`src/pli_pkg.sv`:
```
// Package for the LED select and interrupt control block
package pli_pkg;
  // Register addresses on the management bus
  localparam logic [4:0] PLI_ADDR_LED = 5'h14;
  localparam logic [4:0] PLI_ADDR_TALLY = 5'h15;
  localparam logic [4:0] PLI_ADDR_IRQ_CTRL = 5'h16;
  localparam logic [4:0] PLI_ADDR_IRQ_FLAG = 5'h17;
  // Reset values
  localparam logic [15:0] PLI_LED_RESET = 16'h3FE9;
  localparam logic [15:0] PLI_TALLY_RESET = 16'h0000;
  localparam logic [15:0] PLI_IRQ_CTRL_RESET = 16'h0000;
  // Field positions
  localparam int PLI_SECOND_INDICATOR_LSB = 3;
  localparam int PLI_FIRST_INDICATOR_LSB = 0;
  localparam int PLI_OE_BIT = 15;
  localparam int PLI_ROC_BIT = 14;
  localparam int PLI_POL_BIT = 13;
  localparam int PLI_AUTO_BIT = 12;
  localparam int PLI_RESETUP_BIT = 11;
  localparam int PLI_NUM_EVENTS = 11;

  // LED mode codes
  typedef enum logic [2:0] {
    PLI_LED_LINK = 3'h0,
    PLI_LED_ACT = 3'h1,
    PLI_LED_TXD = 3'h2,
    PLI_LED_RXD = 3'h3,
    PLI_LED_NONE = 3'h4,
    PLI_LED_SPEED = 3'h5,
    PLI_LED_DUPLEX = 3'h6,
    PLI_LED_SPECIAL = 3'h7
  } pli_led_mode_e;

  // Line status feeding the indicators
  typedef struct packed {
    logic link;
    logic activity;
    logic tx_data;
    logic rx_data;
    logic speed_100;
    logic full_duplex;
  } pli_line_s;

  // Management register access strobes
  typedef struct packed {
    logic wr;
    logic rd;
    logic [4:0] addr;
    logic [15:0] wdata;
  } pli_mgmt_s;

  // Whole block state
  typedef struct packed {
    logic [15:0] led_select_control;
    logic [15:0] rx_error_tally;
    logic [15:0] irq_control_enable;
    logic [PLI_NUM_EVENTS-1:0] flags;
    logic [15:0] rdata;
    logic first_indicator;
    logic second_indicator;
    logic irq_out;
    logic irq_oe;
  } pli_state_s;
endpackage : pli_pkg

```
`src/pli_core.sv`:
```
// LED selection, receive error tally and interrupt conditioning
`timescale 1ns/1ps
// Summary of operation
// - Second indicator picks its source from mode bits 5:3; 111 forces off.
// - First indicator uses bits 2:0; 111 shows link state; default activity.
// - Sixteen-bit receive error tally, readable and writable by management.
// - Interrupt pin driven only when enabled; polarity bit picks active level.
// - With clear-on-read set, reading the flag register clears the flags whose condition is gone.
// - With auto-clear set, a flag drops when its condition goes away.
// - Write one clears a flag, unless its condition persists; set wins with or without re-setup.
// - Enables for deep sleep wake, deep sleep entry, negotiation complete.
// - Enables for jabber, rx error, page, fault, ack, link down/up, remote fault.
// - Sticky flags, cleared by writing one, record each of the eleven events.
module pli_core
  import pli_pkg::*;
(
  // Clock and reset
  input wire logic i_mclk,
  input wire logic i_rst,
  // Management register access
  input wire pli_mgmt_s i_mgmt,
  output logic [15:0] o_rdata,
  // Line status and events, already on this clock
  input wire pli_line_s i_line,
  input wire logic [PLI_NUM_EVENTS-1:0] i_event_cond,
  input wire logic i_rx_error,
  // Indicators
  output logic o_first_indicator,
  output logic o_second_indicator,
  // Interrupt pin
  output logic o_irq_out,
  output logic o_irq_oe
);
  pli_state_s st;
  pli_state_s next_st;

  // Pick an indicator level from a mode code
  function automatic logic led_pick(input logic [2:0] mode, input pli_line_s ln, input logic special);
    logic v;
    v = 1'b0;
    case (pli_led_mode_e'(mode))
      PLI_LED_LINK: v = ln.link;
      PLI_LED_ACT: v = ln.activity;
      PLI_LED_TXD: v = ln.tx_data;
      PLI_LED_RXD: v = ln.rx_data;
      PLI_LED_NONE: v = 1'b0;
      PLI_LED_SPEED: v = ln.speed_100;
      PLI_LED_DUPLEX: v = ln.full_duplex;
      PLI_LED_SPECIAL: v = special;
      default: v = 1'b0;
    endcase
    return v;
  endfunction : led_pick

  // Decoded access strobes
  logic wr_led;
  logic wr_tally;
  logic wr_ctrl;
  logic wr_flag;
  logic rd_flag;

  // Interrupt pending, combinational
  logic pending;

  // Per-flag next values from the flag loop
  logic [PLI_NUM_EVENTS-1:0] next_flags;

  // Control fields pulled out of the control register
  logic ctl_oe;
  logic ctl_roc;
  logic ctl_pol;
  logic ctl_auto;
  logic ctl_resetup;
  logic [PLI_NUM_EVENTS-1:0] ctl_enables;

  // Write to the indicator select register
  assign wr_led = i_mgmt.wr && (i_mgmt.addr == PLI_ADDR_LED);

  // Write to the receive error tally
  assign wr_tally = i_mgmt.wr && (i_mgmt.addr == PLI_ADDR_TALLY);

  // Write to the interrupt control register
  assign wr_ctrl = i_mgmt.wr && (i_mgmt.addr == PLI_ADDR_IRQ_CTRL);

  // Write-one-to-clear on the flag register
  assign wr_flag = i_mgmt.wr && (i_mgmt.addr == PLI_ADDR_IRQ_FLAG);

  // Read of the flag register, for clear-on-read
  assign rd_flag = i_mgmt.rd && (i_mgmt.addr == PLI_ADDR_IRQ_FLAG);

  assign ctl_oe = st.irq_control_enable[PLI_OE_BIT];
  assign ctl_pol = st.irq_control_enable[PLI_POL_BIT];

  assign ctl_roc = st.irq_control_enable[PLI_ROC_BIT];

  assign ctl_auto = st.irq_control_enable[PLI_AUTO_BIT];

  assign ctl_resetup = st.irq_control_enable[PLI_RESETUP_BIT];

  assign ctl_enables = st.irq_control_enable[PLI_NUM_EVENTS-1:0];

  generate
    for (genvar g = 0; g < PLI_NUM_EVENTS; g++)
    begin : g_flag
      // Clears first, then the set, so the set wins
      always_comb
      begin
        next_flags[g] = st.flags[g];
        if (rd_flag && ctl_roc)
        begin
          next_flags[g] = 1'b0;
        end
        if (wr_flag && i_mgmt.wdata[g] && !(ctl_resetup && i_event_cond[g]))
        begin
          next_flags[g] = 1'b0;
        end
        if (ctl_auto && !i_event_cond[g])
        begin
          next_flags[g] = 1'b0;
        end
        // Condition level sets the flag
        if (i_event_cond[g])
        begin
          next_flags[g] = 1'b1;
        end
      end
    end
  endgenerate

  // Next state of the whole block
  always_comb
  begin
    next_st = st;
    pending = 1'b0;

    // Indicator select register write
    if (wr_led)
    begin
      next_st.led_select_control = i_mgmt.wdata;
    end

    // Interrupt control register write
    if (wr_ctrl)
    begin
      next_st.irq_control_enable = i_mgmt.wdata;
    end

    if (wr_tally)
    begin
      next_st.rx_error_tally = i_mgmt.wdata;
    end
    else if (i_rx_error && (st.rx_error_tally != 16'hFFFF))
    begin
      // Saturates rather than wrapping to zero
      next_st.rx_error_tally = st.rx_error_tally + 16'h0001;
    end

    next_st.flags = next_flags;

    pending = |(st.flags & ctl_enables);

    next_st.irq_oe = ctl_oe;
    next_st.irq_out = ctl_pol ? pending : !pending;

    next_st.second_indicator = led_pick(st.led_select_control[PLI_SECOND_INDICATOR_LSB +: 3], i_line, 1'b0);

    next_st.first_indicator = led_pick(st.led_select_control[PLI_FIRST_INDICATOR_LSB +: 3], i_line, i_line.link);

    // Read data for the addressed register
    case (i_mgmt.addr)
      PLI_ADDR_LED: next_st.rdata = st.led_select_control;
      PLI_ADDR_TALLY: next_st.rdata = st.rx_error_tally;
      PLI_ADDR_IRQ_CTRL: next_st.rdata = st.irq_control_enable;
      // Upper flag bits read as zero
      PLI_ADDR_IRQ_FLAG: next_st.rdata = {5'h00, st.flags};
      default: next_st.rdata = 16'h0000;
    endcase
  end

  // State register
  always_ff @(posedge i_mclk)
  begin
    if (i_rst)
    begin
      // Everything not listed below resets to zero
      st <= '0;
      st.led_select_control <= PLI_LED_RESET;
      st.rx_error_tally <= PLI_TALLY_RESET;
      st.irq_control_enable <= PLI_IRQ_CTRL_RESET;
    end
    else
    begin
      st <= next_st;
    end
  end

  // Read data straight from its flop
  assign o_rdata = st.rdata;

  // Indicators straight from their flops
  assign o_first_indicator = st.first_indicator;
  assign o_second_indicator = st.second_indicator;

  // Interrupt pin straight from its flops
  assign o_irq_out = st.irq_out;
  assign o_irq_oe = st.irq_oe;
endmodule : pli_core

```
`config.mk`:
```
export PLATFORM = sky130hd
export DESIGN_NAME = pli_core
export DESIGN_NICKNAME = d
export VERILOG_FILES = /design/src/pli_pkg.sv /design/src/pli_core.sv
export SDC_FILE = /design/constraint.sdc
export NUM_CORES = 1
export LEC_CHECK = 0
export BUFFER_PORTS_ARGS = -buffer_cell sky130_fd_sc_hd__buf_4
export CAP_MARGIN = 10
export CORE_UTILIZATION = 35
export CTS_CLUSTER_DIAMETER = 30
export DETAILED_ROUTE_END_ITERATION = 10
export GPL_ROUTABILITY_DRIVEN = 0
export SYNTH_ARGS = -nofsm -noshare
export SYNTH_HDL_FRONTEND = slang
export SYNTH_SLANG_ARGS = --single-unit
```
`constraint.sdc`:
```
create_clock -name i_mclk -period 1.8 [get_ports i_mclk]
set_input_delay 0.54 -clock i_mclk [delete_from_list [all_inputs] [get_ports i_mclk]]
set_output_delay 0.54 -clock i_mclk [all_outputs]
set_load 0.02 [all_outputs]
```
==> flow_summary_export.csv <==
group,metric,value,unit
synthesis,synth_largest_area_cell,"dfxtp_1",
floorplanning,core,9950,µm²
power,power.density,764,nW/µm²
timing,finalCritPeriodShare,95.3,%
clock_network,clock_latency,0.36,ns
floorplanning,ioPinCount,63,
worst_setup_path,start_kind,"flip-flop",
routing,vias,3769,
global_routing,grt_pass1_wl,18900,µm
synthesis,synth_area_leaders,"dfxtp_1 (43%), nand2_1 (7.2%), a22oi_1 (5.5%)",
routing,drtAntennaViolNets,0,
place,hpwl,8560,µm
hold_path,hold_path.class,"input port to flip-flop",
power,p_leak,1.81,nW
worst_setup_path,required,2.08,ns
layout,final_cell_area,4750,µm²
synthesis,synth_area,3660,µm²
routing,via_per_inst,5.72,
synthesis,synth-edff-count,0,
layout,final_cell_mix,"buf_4 (109), dfxtp_1 (75), nand2_1 (70), nand3_1 (39), a21oi_1 (35)",
synthesis,avgSynthCellArea,8.29,µm²
routing,drc,0,
global_routing,track_usage,22.1,%
worst_setup_path,worstPathArrival,1.99,ns
synthesis,synth-seq-cells,79,
timing,worst-slew-pin-transition,0.477,ns
clock_network,cts_sinks,79,
synthesis,synth-async-reset-ratio,0,%
timing,finalHoldViolations,0,
timing,setup_violations,0,
routing,drtPass1Iterations,6,
synthesis,syn-num-nets,486,
timing,grt_setup_unrepaired,"no",
routing,routedWlPerCell,17.6,µm
power,ir_worst_vdd,0.000424,V
timing,fin_skew,0.00924,ns
worst_setup_path,critical_path_class,"flip-flop to flip-flop",
place,io_buffers,62,
place,place_inst,643,
place,placed_cell_area,4510,µm²
clock_network,max-clock-path-buffers,2,
layout,area_growth_syn_to_layout,29.5,%
routing,wirelength,11600,µm
synthesis,ys_seq_area_share,43.2,%
timing,fmax,0.583,GHz
synthesis,ys_warn_count,0,
clock_network,holdBufCountCts,0,
layout,antennaDiodeCount,0,
timing,slew_violations,0,
worst_setup_path,cp-end-kind,"flip-flop",
floorplanning,die_h,104,µm
synthesis,syn-instance-count,442,
floorplanning,num_rows,36,
layout,nets,565,
clock_network,tritoncts,"built",
global_routing,antenna_found_initial,0,
layout,fill_cells,960,
clock_network,cts_buffers,9,
clock_network,cts_root_buffer,"clkbuf_8",
clock_network,htree_num_levels,3,
flow_run,cap_viol_max_count,0,
floorplanning,die_w,104,µm
layout,final_common_cell,"buf_4",
floorplanning,start_util,36.8,%
status,outcome,"complete, no violations",
synthesis,ys.flop_type,"dfxtp_1",
timing,period_minus_slack,1.72,ns
synthesis,synth_top_area_share,43.2,%
global_routing,grt_pass1_vias,3580,
floorplanning,dieArea,10900,µm²
layout,layout-drive-gt1-share,26.8,%
layout,instances_no_fill,659,
timing,slew_headroom,67.9,%
routing,drtIter0Drc,290,
global_routing,grt_max_degree,35,
worst_setup_path,crit_fanout,5,
synthesis,synth_cell_types,46,
global_routing,grt_overflow_total,0,
clock_network,cts_setup_buffers,0,
clock_network,clkTransAtPathRegs,0.09,ns
timing,hold_ws,0.379,ns
==> report_power, final <==
group          internal [mW]  total [mW]  switching (mW)
clock                  0.785        1.45           0.665
combinational          0.162       0.346           0.183
sequential              1.79        1.83          0.0374
total                   2.74        3.63           0.885
==> final cells by class <==
cell class,instances,area [µm²],area share [%]
inverters,8,30.0,0.633
flip-flops and latches,79,1590,33.4
clock buffers,11,131,2.77
multi-input cells,310,1850,39.0
well taps,133,166,3.51
clock inverters,5,82.6,1.74
repair buffers,113,898,18.9
==> cells by family after synthesis <==
group | Yosys count | synth area share [%]
mux | 5 | 1.71
simple gates | 183 | 24.3
fa+ha+maj | 1 | 0.341
compound gates | 120 | 23.2
buf+inv | 53 | 7.07
flops | 79 | 43.2
xor+xnor | 1 | 0.239
==> through the flow <==
step	setup WS [ns]	setup TNS [ns]	util [%]	power, mW
floorplan	-0.00905	-0.00905	-	2.01
global placement	-0.0429	-0.0869	45.3	2.21
detailed placement	-0.0306	-0.155	45.3	2.21
CTS	0.00234	0	47.5	3.64
global route	0.00389	0	47.7	3.75
finish	0.0837	0	47.7	3.63
==> synthesized netlist by cell type (3+ instances only) <==
cell type,instances
buf_4,16
o31ai_1,3
nor3_1,8
o41ai_1,3
o21ai_0,12
a222oi_1,5
nand2_1,70
o211ai_1,5
nand3b_1,3
and3_1,5
inv_1,8
mux2i_1,4
a311oi_1,8
nand3_1,39
nor3b_1,3
or4_1,6
dfxtp_1,79
nor2_1,26
clkbuf_1,29
or3_1,3
a32o_1,11
a21oi_1,35
nor4_1,5
a22oi_1,27
nand4_1,8
==> layer usage <==
layer | vias to the layer above | GRT usage, % | part of all wire (%)
li1 | 1796 | - | -
met1 | 1768 | 30.2 | 45
met2 | 183 | 33.5 | 46
met3 | 22 | 4.57 | 7.3
met4 | 0 | 9.39 | 1.9
met5 | - | 0 | 0
==> state kept, by name (all words and copies together), names as in the netlist <==
signal / cells
ctl_enables: 11
ctl_auto: 1
ctl_resetup: 1
o_irq_out: 1
ctl_roc: 1
ctl_oe: 1
o_irq_oe: 1
o_second_indicator: 1
o_rdata: 16
st: 43
ctl_pol: 1
o_first_indicator: 1
==> repair_timing <==
action                                  in CTS  in global routing
pin swaps                                    0                  1
resized for setup                            3                  5
endpoints found under the setup margin       1                  4
==> critical path, stage by stage, from the launching register on <==
cell      delay [ns]
dfxtp_1         0.37
nand3_1         0.12
or3_4           0.40
or4_1           0.50
a311oi_2        0.26
==> path summary, 6_finish.rpt <==
check	from	to	slack [ns]	depth (start not counted)
worst max-delay path	st[57]	st[58]	0.08	4
worst min-delay path	i_event_cond[9]	st[29]	0.38	2
worst max register to register	st[57]	st[58]	0.08	4
worst min register to register	ctl_resetup	ctl_resetup	0.47	2
Power figures use the tool's default switching activity.
